`src/include/pcb_pkg.sv`:
```
package pcb_pkg;

    // Clock and timing
    localparam int CLK_PERIOD_PS = 40000;
    localparam int PHASE_ERR_PS = 700;
    localparam int PHASE_ERR_CYC_RAW = (PHASE_ERR_PS + CLK_PERIOD_PS - 1) / CLK_PERIOD_PS;
    localparam int PHASE_ERR_CYC = (PHASE_ERR_CYC_RAW < 1) ? 1 : PHASE_ERR_CYC_RAW;
    localparam logic [3:0] PHASE_ERR_LIM = 4'(PHASE_ERR_CYC);
    localparam logic [2:0] LOCK_LOSS_ERRS = 3'h4;
    localparam logic [5:0] LOCK_GAIN_GOOD = 6'h20;
    localparam logic [2:0] TEST_RESET_EDGES = 3'h5;
    localparam logic [3:0] WDOG_REF_DIV_LAST = 4'hf;
    localparam logic [3:0] WDOG_TIMEOUT = 4'h8;

    // Register byte offsets
    localparam logic [11:0] CTRL_OFS = 12'h000;
    localparam logic [11:0] DIV_OFS = 12'h004;
    localparam logic [11:0] STATUS_OFS = 12'h008;

    // Control register fields
    localparam int CTRL_OSC_RANGE = 0;
    localparam int CTRL_LOOP_EN = 1;
    localparam int CTRL_TEST_LO = 2;
    localparam int CTRL_TEST_HI = 3;
    localparam int CTRL_INVERT = 4;
    localparam int CTRL_RST_OE = 5;
    localparam int CTRL_REF_SRC = 6;
    localparam int CTRL_SE_SEL = 7;
    localparam logic [7:0] CTRL_RESET = 8'hef;

    // Divide register fields
    localparam int DIV_A_LO = 0;
    localparam int DIV_B_LO = 2;
    localparam int DIV_C_LO = 4;
    localparam int DIV_FB_LO = 6;
    localparam logic [8:0] DIV_RESET = 9'h000;

    // Status register fields
    localparam int STAT_FLAG = 0;
    localparam int STAT_LOCKED = 1;
    localparam int STAT_HELD = 2;
    localparam int STAT_ERR_LO = 4;
    localparam int STAT_GOOD_LO = 8;

    // Test reset sequencer
    typedef enum logic [2:0] {
        PCB_RUN  = 3'b001,
        PCB_WAIT = 3'b010,
        PCB_HELD = 3'b100
    } pcb_test_e;

endpackage

```
`src/pcb_clock_ctrl.sv`:
```
`timescale 1ns/10ps
// What this block does
// - Range select high keeps full oscillator rate; low halves it.
// - Loop enable picks the oscillator; bypass picks the selected reference.
// - Test control bits have no effect while the loop is enabled.
// - Invert bit flips bank C upper pair against its lower pair only.
// - Bank C inversion applies after division, any divide ratio.
// - Reset/output-enable low resets and floats; high enables outputs.
// - Flag high while locked, low while acquiring.
// - Feedback edge too far from reference edge counts a phase error.
// - Locked: four consecutive error cycles drop the flag.
// - Unlocked: 32 consecutive clean feedback cycles raise the flag.
// - Watchdog on divided reference drops the flag if feedback stops.
// - Flag always driven, never floats, ignores reset/output-enable.
// - In bypass the flag pin shows test information.
// - Bypass ignores feedback input, other functions keep running.
// - Bypass reset floats outputs; five reference edges force known state.
// - Known state comes from divide selects and range select.
// - Held until release, then bypass operation resumes.
// - Three four-output banks with two-bit selects, feedback with three-bit.
// - Banks A/B divide 4,6,8,12/10; bank C divides 2,4,6,8.
// - Feedback divides 4,6,8,10,8,12,16,20 for codes 0 to 7.
// - Reference select picks differential or one of two single-ended inputs.
module pcb_clock_ctrl (
    // Clock and reset
    input wire logic pclk,
    input wire logic presetn,
    // APB slave
    input wire logic [11:0] paddr,
    input wire logic psel,
    input wire logic penable,
    input wire logic pwrite,
    input wire logic [31:0] pwdata,
    output logic [31:0] prdata,
    output logic pready,
    output logic pslverr,
    // Reference and loop inputs
    input wire logic differential_reference,
    input wire logic ttl_reference_0,
    input wire logic ttl_reference_1,
    input wire logic loop_clock_in,
    input wire logic feedback_input,
    // Clock outputs
    output logic [3:0] bank_a_out,
    output logic [3:0] bank_b_out,
    output logic [3:0] bank_c_out,
    output logic feedback_output,
    output logic clk_oe_n,
    // Lock indicator
    output logic phase_aligned_flag
);
    import pcb_pkg::*;

    // Half-period in source edges for banks A and B
    function automatic logic [3:0] half_ab(input logic [1:0] sel, input logic is_b);
        unique case (sel)
            2'h0: half_ab = 4'h2;
            2'h1: half_ab = 4'h3;
            2'h2: half_ab = 4'h4;
            2'h3: half_ab = is_b ? 4'h5 : 4'h6;
        endcase
    endfunction

    // Half-period in source edges for bank C
    function automatic logic [3:0] half_c(input logic [1:0] sel);
        half_c = 4'({2'h0, sel} + 4'h1);
    endfunction

    // Half-period in source edges for feedback output
    function automatic logic [3:0] half_fb(input logic [2:0] sel);
        unique case (sel)
            3'h0: half_fb = 4'h2;
            3'h1: half_fb = 4'h3;
            3'h2: half_fb = 4'h4;
            3'h3: half_fb = 4'h5;
            3'h4: half_fb = 4'h4;
            3'h5: half_fb = 4'h6;
            3'h6: half_fb = 4'h8;
            3'h7: half_fb = 4'ha;
        endcase
    endfunction

    logic [7:0] ctrl_reg;
    logic [8:0] div_reg;
    logic pready_reg;
    logic [31:0] prdata_reg;
    logic pslverr_reg;
    logic ref_prev_reg;
    logic loop_prev_reg;
    logic fb_prev_reg;
    logic pre_reg;
    logic [3:0] cnt_reg [4];
    logic [3:0] lvl_reg;
    logic [3:0] bank_c_reg;
    logic clk_oe_n_reg;
    logic flag_reg;
    logic locked_reg;
    logic [2:0] err_run_reg;
    logic [5:0] good_run_reg;
    logic [3:0] since_ref_reg;
    logic [3:0] wd_div_reg;
    logic [3:0] wd_cnt_reg;
    logic [2:0] edge_cnt_reg;
    pcb_test_e test_reg;
    pcb_test_e test_next;

    // Control fields
    wire osc_range = ctrl_reg[CTRL_OSC_RANGE];
    wire loop_en = ctrl_reg[CTRL_LOOP_EN];
    wire [1:0] test_ctl = ctrl_reg[CTRL_TEST_HI:CTRL_TEST_LO];
    wire invert = ctrl_reg[CTRL_INVERT];
    wire rst_oe = ctrl_reg[CTRL_RST_OE];
    wire master_rst = ~rst_oe;

    // Reference selection
    wire ref_level = ctrl_reg[CTRL_REF_SRC] ? differential_reference :
        (ctrl_reg[CTRL_SE_SEL] ? ttl_reference_1 : ttl_reference_0);
    wire ref_rise = ref_level & ~ref_prev_reg;
    wire loop_rise = loop_clock_in & ~loop_prev_reg;
    wire vco_tick = loop_rise & (osc_range | pre_reg);
    wire src_tick = loop_en ? vco_tick : ref_rise;
    wire fb_rise = feedback_input & ~fb_prev_reg & loop_en;

    // Divider reload values per output
    wire [3:0] half [4];
    assign half[0] = half_ab(div_reg[DIV_A_LO +: 2], 1'b0);
    assign half[1] = half_ab(div_reg[DIV_B_LO +: 2], 1'b1);
    assign half[2] = half_c(div_reg[DIV_C_LO +: 2]);
    assign half[3] = half_fb(div_reg[DIV_FB_LO +: 3]);

    // Test reset sequencer decode
    wire held = (test_reg == PCB_HELD);
    wire div_clear = master_rst & loop_en;
    always_comb begin
        test_next = test_reg;
        unique case (test_reg)
            PCB_RUN: begin
                if (master_rst && !loop_en) begin
                    test_next = PCB_WAIT;
                end
            end
            PCB_WAIT: begin
                if (!master_rst || loop_en) begin
                    test_next = PCB_RUN;
                end else if (ref_rise && edge_cnt_reg == TEST_RESET_EDGES - 3'h1) begin
                    test_next = PCB_HELD;
                end
            end
            PCB_HELD: begin
                if (!master_rst || loop_en) begin
                    test_next = PCB_RUN;
                end
            end
            default: test_next = PCB_RUN;
        endcase
    end

    // Lock detector decode
    wire phase_ok = ref_rise | (since_ref_reg < PHASE_ERR_LIM);
    wire fb_err = fb_rise & ~phase_ok;
    wire fb_good = fb_rise & phase_ok;
    wire wd_tick = ref_rise & (wd_div_reg == WDOG_REF_DIV_LAST);
    wire wd_expire = wd_tick & (wd_cnt_reg == WDOG_TIMEOUT - 4'h1);
    wire lose = locked_reg & ((fb_err & (err_run_reg == LOCK_LOSS_ERRS - 3'h1)) | wd_expire);
    wire gain = ~locked_reg & fb_good & (good_run_reg == LOCK_GAIN_GOOD - 6'h1);
    wire locked_next = loop_en & (gain | (locked_reg & ~lose));
    wire test_info = test_ctl[1] ? held : lvl_reg[3];
    wire flag_next = loop_en ? locked_next : test_info;

    // APB decode
    wire setup = psel & ~penable;
    wire wr_en = psel & penable & pready_reg & pwrite;
    wire hit_ctrl = (paddr == CTRL_OFS);
    wire hit_div = (paddr == DIV_OFS);
    wire hit_stat = (paddr == STATUS_OFS);
    wire unmapped = ~(hit_ctrl | hit_div | hit_stat);
    wire [31:0] status_word = {18'h0, good_run_reg, 1'b0, err_run_reg, 1'b0,
        held, locked_reg, flag_reg};
    wire [31:0] rd_word = hit_ctrl ? {24'h0, ctrl_reg} :
        hit_div ? {23'h0, div_reg} : hit_stat ? status_word : 32'h0;

    // APB slave: one-cycle access phase
    always_ff @(posedge pclk or negedge presetn) begin
        if (!presetn) begin
            pready_reg <= 1'b0;
            prdata_reg <= 32'h0;
            pslverr_reg <= 1'b0;
        end else begin
            pready_reg <= setup;
            prdata_reg <= (setup && !pwrite) ? rd_word : 32'h0;
            pslverr_reg <= setup & unmapped;
        end
    end

    // Control and divide registers
    always_ff @(posedge pclk or negedge presetn) begin
        if (!presetn) begin
            ctrl_reg <= CTRL_RESET;
            div_reg <= DIV_RESET;
        end else begin
            if (wr_en && hit_ctrl) begin
                ctrl_reg <= pwdata[7:0];
            end
            if (wr_en && hit_div) begin
                div_reg <= pwdata[8:0];
            end
        end
    end

    // Edge detection history
    always_ff @(posedge pclk or negedge presetn) begin
        if (!presetn) begin
            ref_prev_reg <= 1'b0;
            loop_prev_reg <= 1'b0;
            fb_prev_reg <= 1'b0;
        end else begin
            ref_prev_reg <= ref_level;
            loop_prev_reg <= loop_clock_in;
            fb_prev_reg <= feedback_input;
        end
    end

    // Oscillator prescaler and output dividers
    always_ff @(posedge pclk or negedge presetn) begin
        if (!presetn) begin
            pre_reg <= 1'b0;
            lvl_reg <= 4'h0;
            for (int i = 0; i < 4; i++) begin
                cnt_reg[i] <= 4'h0;
            end
        end else if (div_clear || held) begin
            pre_reg <= ~div_clear & ~osc_range;
            lvl_reg <= 4'h0;
            for (int i = 0; i < 4; i++) begin
                cnt_reg[i] <= div_clear ? 4'h0 : half[i] - 4'h1;
            end
        end else begin
            pre_reg <= pre_reg ^ loop_rise;
            for (int i = 0; i < 4; i++) begin
                if (src_tick) begin
                    if (cnt_reg[i] >= half[i] - 4'h1) begin
                        cnt_reg[i] <= 4'h0;
                        lvl_reg[i] <= ~lvl_reg[i];
                    end else begin
                        cnt_reg[i] <= cnt_reg[i] + 4'h1;
                    end
                end
            end
        end
    end

    // Bank C phase and output enable
    always_ff @(posedge pclk or negedge presetn) begin
        if (!presetn) begin
            bank_c_reg <= 4'h0;
            clk_oe_n_reg <= 1'b1;
        end else begin
            bank_c_reg <= {{2{lvl_reg[2] ^ invert}}, {2{lvl_reg[2]}}};
            clk_oe_n_reg <= master_rst;
        end
    end

    // Test reset sequencer
    always_ff @(posedge pclk or negedge presetn) begin
        if (!presetn) begin
            test_reg <= PCB_RUN;
            edge_cnt_reg <= 3'h0;
        end else begin
            test_reg <= test_next;
            if (test_reg != PCB_WAIT) begin
                edge_cnt_reg <= 3'h0;
            end else if (ref_rise) begin
                edge_cnt_reg <= edge_cnt_reg + 3'h1;
            end
        end
    end

    // Lock detector and watchdog
    always_ff @(posedge pclk or negedge presetn) begin
        if (!presetn) begin
            locked_reg <= 1'b0;
            err_run_reg <= 3'h0;
            good_run_reg <= 6'h0;
            since_ref_reg <= 4'hf;
            wd_div_reg <= 4'h0;
            wd_cnt_reg <= 4'h0;
            flag_reg <= 1'b0;
        end else begin
            locked_reg <= locked_next;
            flag_reg <= flag_next;
            since_ref_reg <= ref_rise ? 4'h0 :
                (since_ref_reg == 4'hf ? 4'hf : since_ref_reg + 4'h1);
            wd_div_reg <= wd_div_reg + {3'h0, ref_rise};
            if (fb_rise || !locked_reg) begin
                wd_cnt_reg <= 4'h0;
            end else if (wd_tick) begin
                wd_cnt_reg <= wd_cnt_reg + 4'h1;
            end
            if (fb_err && err_run_reg != 3'h7) begin
                err_run_reg <= err_run_reg + 3'h1;
            end else if (fb_good) begin
                err_run_reg <= 3'h0;
            end
            if (fb_err || locked_next) begin
                good_run_reg <= 6'h0;
            end else if (fb_good && good_run_reg != 6'h3f) begin
                good_run_reg <= good_run_reg + 6'h1;
            end
        end
    end

    // Outputs straight from flops
    assign prdata = prdata_reg;
    assign pready = pready_reg;
    assign pslverr = pslverr_reg;
    assign bank_a_out = {4{lvl_reg[0]}};
    assign bank_b_out = {4{lvl_reg[1]}};
    assign bank_c_out = bank_c_reg;
    assign feedback_output = lvl_reg[3];
    assign clk_oe_n = clk_oe_n_reg;
    assign phase_aligned_flag = flag_reg;
endmodule

```
`config.mk`:
```
export PLATFORM = sky130hd
export DESIGN_NAME = pcb_clock_ctrl
export DESIGN_NICKNAME = d
export VERILOG_FILES = /design/src/include/pcb_pkg.sv /design/src/pcb_clock_ctrl.sv
export SDC_FILE = /design/constraint.sdc
export NUM_CORES = 1
export LEC_CHECK = 0
export BUFFER_PORTS_ARGS = -buffer_cell sky130_fd_sc_hd__clkbuf_2
export CAP_MARGIN = 30
export CORE_ASPECT_RATIO = 1.1
export CORE_UTILIZATION = 50
export CTS_BUF_LIST = sky130_fd_sc_hd__clkbuf_8
export CTS_CLUSTER_SIZE = 12
export DETAILED_ROUTE_END_ITERATION = 10
export PLACE_DENSITY = 0.74
export SLEW_MARGIN = 40
export SYNTH_ARGS = -nofsm -noshare
export SYNTH_HDL_FRONTEND = slang
export SYNTH_SLANG_ARGS = --single-unit
```
`constraint.sdc`:
```
create_clock -name pclk -period 2.8 [get_ports pclk]
set_clock_uncertainty 0.15 [all_clocks]
set_input_delay 0.28 -clock pclk [delete_from_list [all_inputs] [get_ports pclk]]
set_output_delay 0.28 -clock pclk [all_outputs]
set_load 0.02 [all_outputs]
```
Yosys cells after proc, flatten, opt, wreduce, memory -nomap -nowiden
Memory sizes are Yosys's and may differ from the RTL's.
Cells that the tools add are included.
{"block": "word_totals", "regBits": 90, "elab_cells": 197, "rom_bits": 32, "memories": 1}
{"memory": "(no name shown)", "words": 8, "word_bits": 4, "rd": 1, "rd_clocked_by_memory_dff": 0, "wr": 0, "line_no": "pcb_clock_ctrl.sv:71", "rtl": "unique case (sel)"}
{"block": "classes", "addsub": 15, "muxes": 49, "bitwise": 45, "order_cmp": 5, "reduce_logical": 31, "n_eq_ne": 23}
{"cell": "two-way mux 4 bit", "n": 17}
{"cell": "two-way mux 14 bit", "n": 4}
{"cell": "one-hot mux 4 bit (4 select lines)", "n": 2}
{"cell": "adder 4 x 1 -> 4 bit, second input constant", "n": 6}
{"cell": "two-way mux 3 bit", "n": 8}
{"cell": "AND 1 bit", "n": 22}
{"cell": "nonzero test 2 bit", "n": 9}
{"cell": "greater-or-equal comparator 4 bit", "n": 4}
{"cell": "two-way mux 16 bit", "n": 1}
{"cell": "NOT 1 bit", "n": 15}
{"cell": "two-way mux 1 bit", "n": 14}
{"cell": "equality test 12 x 3 -> 1 bit, second input constant", "n": 1}
{"cell": "equality test 12 x 4 -> 1 bit, second input constant", "n": 1}
{"cell": "zero test 12 bit", "n": 1}
{"cell": "two-way mux 6 bit", "n": 2}
{"cell": "subtractor 4 x 1 -> 4 bit, second input constant", "n": 3}
{"cell": "one-hot mux 3 bit (3 select lines)", "n": 1}
{"cell": "equality test 2 bit, second input constant", "n": 4}
{"cell": "equality test 4 bit, second input constant", "n": 2}
{"cell": "AND reduction 2 bit", "n": 4}
{"cell": "logical AND 1 bit", "n": 7}
{"cell": "adder 3 x 1 -> 3 bit, second input constant", "n": 2}
{"cell": "adder 6 x 1 -> 6 bit, second input constant", "n": 1}
{"cell": "equality test 3 x 2 -> 1 bit, second input constant", "n": 2}
{"cell": "other kinds (20)", "n": 35}

Longest topological paths before layout
Gate-level depths: netlist of the first run.
{"block": "depth", "word_depth": 15, "mapped_depth": 9, "mapped_depth_nobuf": 9}

Least setup slack after synthesis of the first run
No wires, ideal clock.
{"block": "synth_timing", "path_kind": "register to register", "start": "reg div_reg[8]", "end": "reg cnt_reg[0] in the netlist's numbering", "setup_ns": 0.125, "stages_incl_launch_ff": 9, "arrival_ns": 2.034, "path_buffers": 0, "slack_ns": 0.491, "path_cell_list": "dfrtp_1 -> ha_1 -> nor3_1 -> xnor2_1 -> ha_1 -> o21ai_0 -> o21ai_1 -> o2bb2ai_1 -> mux2_2"}
{"block": "synth_via", "elab_chain_cells": 6, "word_cells_on_any_way": 7, "classes_between": "add/sub: 1; order compare: 1; mux: 4; memory: 1"}
{"item": "from (decl)", "line_no": "pcb_clock_ctrl.sv:84", "rtl": "logic [8:0] div_reg;"}
{"item": "from (signal assigned)", "line_no": "pcb_clock_ctrl.sv:205", "rtl": "div_reg <= pwdata[8:0];"}
{"item": "memory (8 x 4 bit) *"}
{"item": "subtractor 4 x 1 -> 4 bit *", "line_no": "pcb_clock_ctrl.sv:235, pcb_clock_ctrl.sv:241"}
{"item": "greater-or-equal comparator 4 bit", "line_no": "pcb_clock_ctrl.sv:241", "rtl": "if (cnt_reg[i] >= half[i] - 4'h1) begin"}
{"item": "two-way mux 4 bit", "line_no": "pcb_clock_ctrl.sv:241"}
{"item": "two-way mux 4 bit", "line_no": "pcb_clock_ctrl.sv:240", "rtl": "if (src_tick) begin"}
{"item": "two-way mux 16 bit *", "line_no": "pcb_clock_ctrl.sv:231", "rtl": "end else if (div_clear || held) begin"}
{"item": "to (signal, indexed assignment)", "line_no": "pcb_clock_ctrl.sv:235", "rtl": "cnt_reg[i] <= div_clear ? 4'h0 : half[i] - 4'h1;"}
{"item": "to (signal, indexed assignment)", "line_no": "pcb_clock_ctrl.sv:245", "rtl": "cnt_reg[i] <= cnt_reg[i] + 4'h1;"}
{"item": "to (decl)", "line_no": "pcb_clock_ctrl.sv:92", "rtl": "logic [3:0] cnt_reg [4];"}
Every way passes the cells marked *; elsewhere a longest branch is shown, timed or not. The select of a mux whose other input is x is not followed.
A chain may end at the register's enable or synchronous reset.

Worst setup path after layout of the first run
{"block": "layout_timing", "start": "reg div_reg[8]", "end": "reg cnt_reg[3] in the netlist's numbering"}
Same word-level chain as after synthesis.

==> results of run 1 <==
## metrics by stage
stage	util	cells	worst slack, ns	area [um2]
after floorplan	-	484	0.491	4950
after global placement	0.553	633	0.317	5220
final	0.581	654	0.307	5480
after detailed placement	0.553	633	0.234	5220
after global routing	0.581	654	0.0918	5480
after CTS	0.580	654	0.213	5480
## placed cells by master (no fill, tap or decap), types with 4 or more instances in the layout
master	count
xnor2_1	7
xor2_1	7
inv_1	35
dfstp_2	13
a22o_1	6
clkbuf_2	60
a31oi_1	8
a211oi_1	4
o21ai_0	16
o221ai_1	5
dfrtp_1	76
o21a_1	6
nor2_1	40
o32ai_1	6
buf_4	9
mux2_2	19
nand2b_1	10
a22oi_1	8
nor2b_1	4
nand3b_1	4
dlygate4sd3_1	5
nand3_1	10
and3_1	8
nor3_1	13
nand2_1	15
ha_1	39
a21oi_1	22
clkbuf_8	12
nand4_1	5
conb_1	18
## path summary, 6_finish.rpt
check                      slack, ns          endpoint       start  depth (start not counted)
setup / recovery                0.31        cnt_reg[3]  div_reg[8]                          7
hold / removal                  0.01       ctrl_reg[3]   pwdata[3]                          2
setup reg to reg                0.31        cnt_reg[3]  div_reg[8]                          7
hold reg to reg                 0.33     bank_c_out[1]  lvl_reg[2]                          0
max in group asynchronous       1.40  since_ref_reg[1]     presetn                          3
min in group asynchronous       0.32        locked_reg     presetn                          2
## worst max-delay path: stages (launching register included)
cell and delay, ns:
dfrtp_1 0.43, nand2b_1 0.22, ha_1 0.34, ha_1 0.29
a211oi_1 0.29, o21ai_2 0.18, o32ai_1 0.35, a22o_1 0.19
## cell families after synthesis
| kind of cell | after synthesis |
|---|---|
| xor+xnor | 14 |
| mux | 21 |
| compound gates | 103 |
| other cells | 1 |
| simple gates | 128 |
| fa+ha+maj | 39 |
| buf+inv | 72 |
| flops | 89 |
## synthesized netlist by cell type (all sizes together), types with 2 or more instances
cell type	number
a2111oi	3
a211oi	4
a21oi	22
a22o	6
a22oi	8
a31oi	8
and3	8
buf	33
clkbuf	5
dfrtp	76
dfstp	13
ha	39
inv	33
mux2	19
mux2i	2
nand2	18
nand2b	10
nand3	10
nand3b	4
nand4	5
nor2	41
nor2b	4
nor3	13
nor3b	2
nor4	5
nor4b	2
o211ai	2
o21a	6
o21ai	19
o221ai	5
o2bb2ai	3
o32ai	6
or3	2
xnor2	7
xor2	7
## layer usage
metal / track usage / up-vias / wire (um)
met3: 0.0375 / 18 / 349
li1: - / 1750 / -
met1: 0.255 / 1794 / 4230
met4: 0.0959 / 0 / 246
met5: 0 / - / 0
met2: 0.356 / 83 / 5060
## area by class of cell
type / instances / share of cell area
sequential: 89 / 0.409
inverter: 34 / 0.0235
tap: 117 / 0.0267
clock inverter: 4 / 0.00776
timing repair buffer: 75 / 0.0799
clock buffer: 12 / 0.0301
multi-input combinational: 323 / 0.423
## power by group through the flow
stage          logic [mW]  clock network [mW]  registers, mW
5_1_grt              1.14               0.983           1.76
3_5_place_dp        0.991                   0           1.75
3_3_place_gp        0.942                   0           1.72
4_1_cts              1.00               0.937           1.72
6_report             1.00               0.918           1.73
2_1_floorplan       0.792                   0           1.73
## timing repair
action / CTS / global route
hold buffers: 5 / 0
gates resized for setup: 0 / 1
endpoints found under the hold margin: 45 / 0
setup endpoints to repair: 0 / 2
==> impl_metrics.ini, run 1 <==
[status]
status = completed

[detailed_routing]
firstDrtPassIters = 4
via_per_inst = 5.57
routedWlPerCell_um = 15.1
routed_wirelength_mm = 9.88
ant_nets = 0
drc = 0
vias = 3645
drtIter0Drc = 217

[logic_synthesis]
synth_xor_xnor_area_share = 0.0251
synth.area.top_cells = dfrtp_1, ha_1, dfstp_2, buf_4, mux2_2
synthArstFlopShare = 1.00
synthDistinctLibCells = 62
synth_ff_type = dfrtp_1
synth_top_area_frac = 0.389
yosys_warnings = 0
synth_area_um2 = 4890
postSynthCellCount = 467
synth.ff_latch_count = 89
synth_top_family_by_area = compound AO/OA/AOI/OAI gates
synthAdderAreaFrac = 0.0999
synth_compound_area_frac = 0.148
synthSimpleGateAreaFrac = 0.138
synthMuxAreaShare = 0.0487
ys_seq_area_frac = 0.459
synth_edf_count = 0
synth_area_per_cell_um2 = 10.5
yosys.area.top_type = dfrtp_1

[die]
fp-row-count = 37
io-pin-count = 103
die_x_um = 96.3
core_area_um2 = 9440
initial_utilization = 0.517
dieArea_um2 = 10200
die_h_um = 106

[placed_design]
gp_congestion = 0.847
port_buffers = 61
dp_hpwl_mm = 7.30

[clock_tree]
cts.clk_slew.worst_paths_ns = 0.09
tritoncts = built
cts_buffer_depth = 2
cts_setup_buffers = 0
cts_buffers = 9
cts-root-buf = clkbuf_8
clk_latency_ns = 0.36
h-tree-depth = 3
clock-sinks = 89

[power_and_ir_drop]
p_comb_frac = 0.275
p_sw_mw = 1.26
internal_power_mw = 2.39
seqPwrFrac = 0.473
ir_drop_mv = 0.376
p_leak_nw = 2.53
clockPowerShare = 0.252
p_sw_frac = 0.344
p_per_area_nw_per_um2 = 665
total_power_mw = 3.65

[global_route]
grt-ovfl-total = 0
grt_start_max_net_pins = 49
antenna_found_initial = 0
grt_pass1_vias = 3594
grtUsageTotal = 0.210
grt_first_pass_wirelength_mm = 16.5

[timing]
setup_viol_count_final = 0
finalHoldViolations = 0
fmax_mhz = 401
slew_violations = 0
whs_ns = 0.0121
max_slew_margin = 0.439
tightest_slew_ns = 0.820
period_needed_ns = 2.49
rsz0062_at_grt = no
post-route-period-util = 0.890
fin_setup_tns_ns = 0

[critical_path]
critPathCaptureType = register
cp_max_fo = 8
worst_ep_required_time_ns = 2.96
crit_type = register to register
critPathArrivalTime_ns = 2.65
start_kind = register

[final_layout]
diodes = 0
final_nets = 625
regArea_um2 = 2240
largest_reg_flops = 16
multi_input_area_um2 = 2320
final.fill_count = 812
drive_above_1_share = 0.248
areaGrowthSynthToFinish_pct = 12.2

[hold_path]
hold_path.class = primary input to register

[job]
cap_violations = 0
Power figures use the tool's default switching activity.
==> run 2, diff against run 1 <==
--- a/config.mk
+++ b/config.mk
@@ -12,6 +12,7 @@
 export CTS_BUF_LIST = sky130_fd_sc_hd__clkbuf_8
 export CTS_CLUSTER_SIZE = 12
 export DETAILED_ROUTE_END_ITERATION = 10
+export HOLD_SLACK_MARGIN = 0.15
 export PLACE_DENSITY = 0.74
 export SLEW_MARGIN = 40
 export SYNTH_ARGS = -nofsm -noshare
==> run 2 against run 1 <==
Net effect:
- power up 0.50%
- global-route usage is 0.32 points higher
- setup slack lost 0.011 ns
- critical path depth is the same
- register-to-register slack is essentially flat
- sequential cell count unchanged
- largest cell class unchanged
- highest routed layer unchanged
==> impl_metrics.ini, run 2 (synthesis gave the netlist of run 1 again) <==
[power_and_ir_drop]
p_sw_mw = 1.26
seqPwrFrac = 0.471
p_leak_nw = 2.60
p_per_area_nw_per_um2 = 650
p_sw_frac = 0.344
p_comb_frac = 0.278
clockPowerShare = 0.251
internal_power_mw = 2.40
ir_drop_mv = 0.376

[critical_path]
crit_type = register to register
critPathCaptureType = register
worst_ep_required_time_ns = 2.96
start_kind = register
critPathArrivalTime_ns = 2.66
cp_max_fo = 8

[die]
io-pin-count = 103
core_area_um2 = 9440
die_h_um = 106
dieArea_um2 = 10200
fp-row-count = 37
initial_utilization = 0.517
die_x_um = 96.3

[detailed_routing]
routed_wirelength_mm = 10.1
drtIter0Drc = 218
routedWlPerCell_um = 15.1
firstDrtPassIters = 4
vias = 3723
via_per_inst = 5.56
drc = 0
ant_nets = 0

[final_layout]
final_nets = 641
final_common_cell = dfrtp_1
areaGrowthSynthToFinish_pct = 15.5
drive_above_1_share = 0.241
fin_cells = 670
diodes = 0
largest_reg_flops = 16
final_cell_mix = dfrtp_1, clkbuf_2, nor2_1, ha_1, inv_1
final_util = 0.598

[timing]
slew_violations = 0
fmax_mhz = 399
period_needed_ns = 2.50
tightest_slew_ns = 0.819
finalHoldViolations = 0
max_slew_margin = 0.440
setup_viol_count_final = 0
rsz0062_at_grt = no
fin_setup_tns_ns = 0
post-route-period-util = 0.894

[hold_path]
hold_path.class = primary input to register

[global_route]
grt_first_pass_wirelength_mm = 16.7
grt-ovfl-total = 0
antenna_found_initial = 0
grt_pass1_vias = 3671
grt_start_max_net_pins = 49
grtUsageTotal = 0.213

[clock_tree]
cts_buffers = 9
tritoncts = built
cts.clk_slew.worst_paths_ns = 0.08
clk_latency_ns = 0.36
cts_setup_buffers = 0
cts-root-buf = clkbuf_8
clock-sinks = 89
cts_buffer_depth = 2
h-tree-depth = 3

[placed_design]
gp_congestion = 0.847
placed_cells = 633
dp_hpwl_mm = 7.30
port_buffers = 61

[status]
status = completed

[job]
cap_violations = 0
==> run 2: critical path: stages, from the launching register on <==
cell,delay (ns)
dfrtp_1,0.43
nand2b_1,0.22
ha_1,0.34
ha_1,0.29
a211oi_1,0.29
o21ai_2,0.18
o32ai_1,0.35
a22o_1,0.19
==> run 2: what timing repair did <==
item	4_1_cts	5_1_grt
endpoints found under the setup margin	0	2
hold endpoints to repair	68	0
hold buffers	21	0
resized for setup	0	1
==> run 2: area by class of cell <==
type	instances	area, um2
Multi-Input combinational cell	323	2320
Fill cell	797	3800
Clock inverter	4	42.5
Timing Repair Buffer	91	598
Tap cell	117	146
Clock buffer	12	165
Inverter	34	129
Sequential cell	89	2240
==> run 2: power by group through the flow <==
stage / Sequential (mW) / Combinational, mW / Clock [mW]
6_report: 1.73 / 1.02 / 0.921
5_1_grt: 1.76 / 1.15 / 0.983
4_1_cts: 1.72 / 1.02 / 0.937
3_5_place_dp: 1.75 / 0.991 / 0
3_3_place_gp: 1.72 / 0.942 / 0
2_1_floorplan: 1.73 / 0.792 / 0
==> run 2: final timing paths <==
path,from,to,slack (ns),cells past startpoint
setup / recovery,div_reg[8],cnt_reg[3],0.30,7
hold / removal,paddr[9],prdata[8],0.19,3
setup reg to reg,div_reg[8],cnt_reg[3],0.30,7
hold reg to reg,lvl_reg[2],bank_c_out[1],0.33,0
max in group asynchronous,presetn,since_ref_reg[1],1.40,3
min in group asynchronous,presetn,locked_reg,0.32,2
==> run 2: layer usage <==
metal  vias to the layer above  part of all wire  GRT usage
met2                        85              0.52      0.367
met5                         -                 0          0
li1                       1783                 -          -
met1                      1837              0.43      0.255
met4                         0             0.022     0.0959
met3                        18             0.033     0.0375
==> run 2: metrics by stage <==
stage                     power [mW]  setup WS, ns  instance area, um2  hold WS [ns]
after floorplan                 2.52         0.491                4950        -0.166
after global placement          2.67         0.317                5220         0.174
after detailed placement        2.74         0.234                5220         0.187
after CTS                       3.68         0.213                5640         0.192
after global routing            3.90        0.0918                5640         0.202
final                           3.67         0.296                5640         0.190
==> run 3, diff against run 2 <==
==> config.mk (replaced) <==
export PLATFORM = sky130hd
export DESIGN_NAME = pcb_clock_ctrl
export DESIGN_NICKNAME = d
export VERILOG_FILES = /design/src/include/pcb_pkg.sv /design/src/pcb_clock_ctrl.sv
export SDC_FILE = /design/constraint.sdc
export NUM_CORES = 1
export LEC_CHECK = 0
export CAP_MARGIN = 30
export CORE_ASPECT_RATIO = 1.1
export CORE_UTILIZATION = 65
export CTS_BUF_LIST = sky130_fd_sc_hd__clkbuf_8
export CTS_CLUSTER_SIZE = 12
export DETAILED_ROUTE_END_ITERATION = 10
export DONT_BUFFER_PORTS = 1
export HOLD_SLACK_MARGIN = 0.08
export PLACE_DENSITY = 0.81
export SLEW_MARGIN = 40
export SYNTH_ARGS = -nofsm -noshare
export SYNTH_HDL_FRONTEND = slang
export SYNTH_SLANG_ARGS = --single-unit
==> run 3 against run 2 <==
Net effect:
- the run now ends with design-rule violations left
- clock-buffer cell count down 3
- global-route usage is 5.2 points higher
- sequential share of layout area increased by 2.4 points
- critical path depth increased by 1
- via count fell by 5.2%
- die area is 23% lower
- utilization grew 15 points
- wire length fell by 4.4%
- hold slack got worse by 0.11 ns
- sequential cell count unchanged
- cell count decreased by 14%
- setup slack lost 0.037 ns
- critical path type unchanged
- largest cell class unchanged
- largest power group unchanged
==> impl_metrics.ini, run 3 (synthesis gave the netlist of run 1 again) <==
[critical_path]
rrSetupSlack_ns = 0.26
critPathArrivalTime_ns = 2.64
worstRegToRegCells = 8
worst_ep_required_time_ns = 2.90
critPathCaptureType = register
cp-endpoint = cnt_reg[0]
crit_type = register to register
startpoint = div_reg[8]
reg2reg_from = div_reg[8]
cp_max_fo = 8
start_kind = register
r2r-end = cnt_reg[0]

[timing]
slew_violations = 0
period_needed_ns = 2.54
tightest_slew_ns = 0.757
setup_viol_count_final = 0
rsz0062_at_grt = no
max_slew_margin = 0.495
fin_setup_tns_ns = 0
finalHoldViolations = 0
fmax_mhz = 394
post-route-period-util = 0.907

[die]
die_x_um = 84.7
io-pin-count = 103
fp-row-count = 32
core_area_um2 = 7130
die_h_um = 92.9
dieArea_um2 = 7870
initial_utilization = 0.686

[final_layout]
fin_cells = 578
drive_above_1_share = 0.150
multi_input_area_um2 = 2320
largest_reg_flops = 16
final.fill_count = 510
design_area_um2 = 5320
final_nets = 581
regArea_um2 = 2240
diodes = 0
final_common_cell = dfrtp_1
areaGrowthSynthToFinish_pct = 8.83
final_cell_mix = dfrtp_1, nor2_1, ha_1, inv_1

[placed_design]
gp_congestion = 0.835
dp_hpwl_mm = 6.68
port_buffers = 0
placed_area_um2 = 4870
placed_cells = 539

[detailed_routing]
routed_wirelength_mm = 9.67
via_per_inst = 6.10
firstDrtPassIters = 10
vias = 3528
ant_nets = 0
drtIter0Drc = 257
drc = 5
routedWlPerCell_um = 16.7

[clock_tree]
h-tree-depth = 3
cts-root-buf = clkbuf_8
cts_buffers = 9
clock-sinks = 89
cts_buffer_depth = 2
cts.clk_slew.worst_paths_ns = 0.10
tritoncts = built
clk_latency_ns = 0.37

[global_route]
grt_first_pass_wirelength_mm = 16.2
antenna_found_initial = 0
grtUsageTotal = 0.265
grt_start_max_net_pins = 90
grt-ovfl-total = 0
grt_pass1_vias = 3429

[status]
status = finished with violations
failed_checks = design-rule violations

[power_and_ir_drop]
p_leak_nw = 2.33
total_power_mw = 3.53
p_per_area_nw_per_um2 = 665
ir_drop_mv = 0.569

[hold_path]
hold_path.class = primary input to register
holdCritStartpoint = paddr[10]

[job]
cap_violations = 0
==> run 3: changes by cell type in the layout (fill, tap and decap cells not counted) <==
cell / change
clkbuf_8: -3
buf_16: +1
clkinvlp_4: +2
clkbuf_2: -60
inv_6: +3
buf_4: -2
inv_1: -2
dlygate4sd3_1: +1
==> run 3: worst min-delay path by stage <==
| stage | to | depth (start not counted) |
|---|---|---|
| detailed placement | wd_div_reg[2] | 0 |
| global placement | wd_div_reg[2] | 0 |
| global route | prdata[8] | 2 |
| finish | prdata[8] | 2 |
| floorplan | bank_c_out[1] | 0 |
| CTS | prdata[8] | 2 |
==> run 3: routing by layer <==
metal,part of all wire,up-vias,GRT usage
met5,0,-,0
met4,0.034,0,0.130
met3,0.047,31,0.0597
met2,0.49,112,0.432
met1,0.43,1714,0.335
li1,-,1671,-
==> run 3: cell type report <==
| class | instances | area share |
|---|---|---|
| multi-input cells | 323 | 0.436 |
| flip-flops and latches | 89 | 0.422 |
| repair buffers | 31 | 0.0602 |
| inverters | 34 | 0.0242 |
| clock buffers | 9 | 0.0233 |
| well taps | 85 | 0.0200 |
| clock inverters | 7 | 0.0144 |
==> run 3: power breakdown <==
group / total, mW / switching, mW / internal (mW)
combinational: 0.781 / 0.429 / 0.352
clock: 0.899 / 0.479 / 0.420
sequential: 1.85 / 0.353 / 1.50
total: 3.53 / 1.26 / 2.27
==> run 3: stage by stage <==
stage | util | setup slack (ns) | hold slack (ns)
2_1_floorplan | - | 0.491 | -0.166
3_3_place_gp | 0.683 | 0.327 | -0.163
3_5_place_dp | 0.683 | 0.167 | -0.163
4_1_cts | 0.746 | 0.133 | 0.0965
5_1_grt | 0.746 | 0.0639 | 0.112
6_report | 0.746 | 0.259 | 0.0761
==> run 3: worst max-delay path, cell delays in order, from the launching register on <==
cell and delay (ns):
dfrtp_1 0.45, ha_1 0.34, nor3_1 0.25, xnor2_1 0.14
ha_1 0.28, o21ai_0 0.10, o21ai_2 0.32, o2bb2ai_1 0.12
mux2_2 0.28
==> run 3: timing repair <==
action                     4_1_cts  5_1_grt
setup endpoints to repair        0        5
hold endpoints to repair       116        0
buffers inserted                 0        0
resized for setup                0        1
hold buffers                    23        0
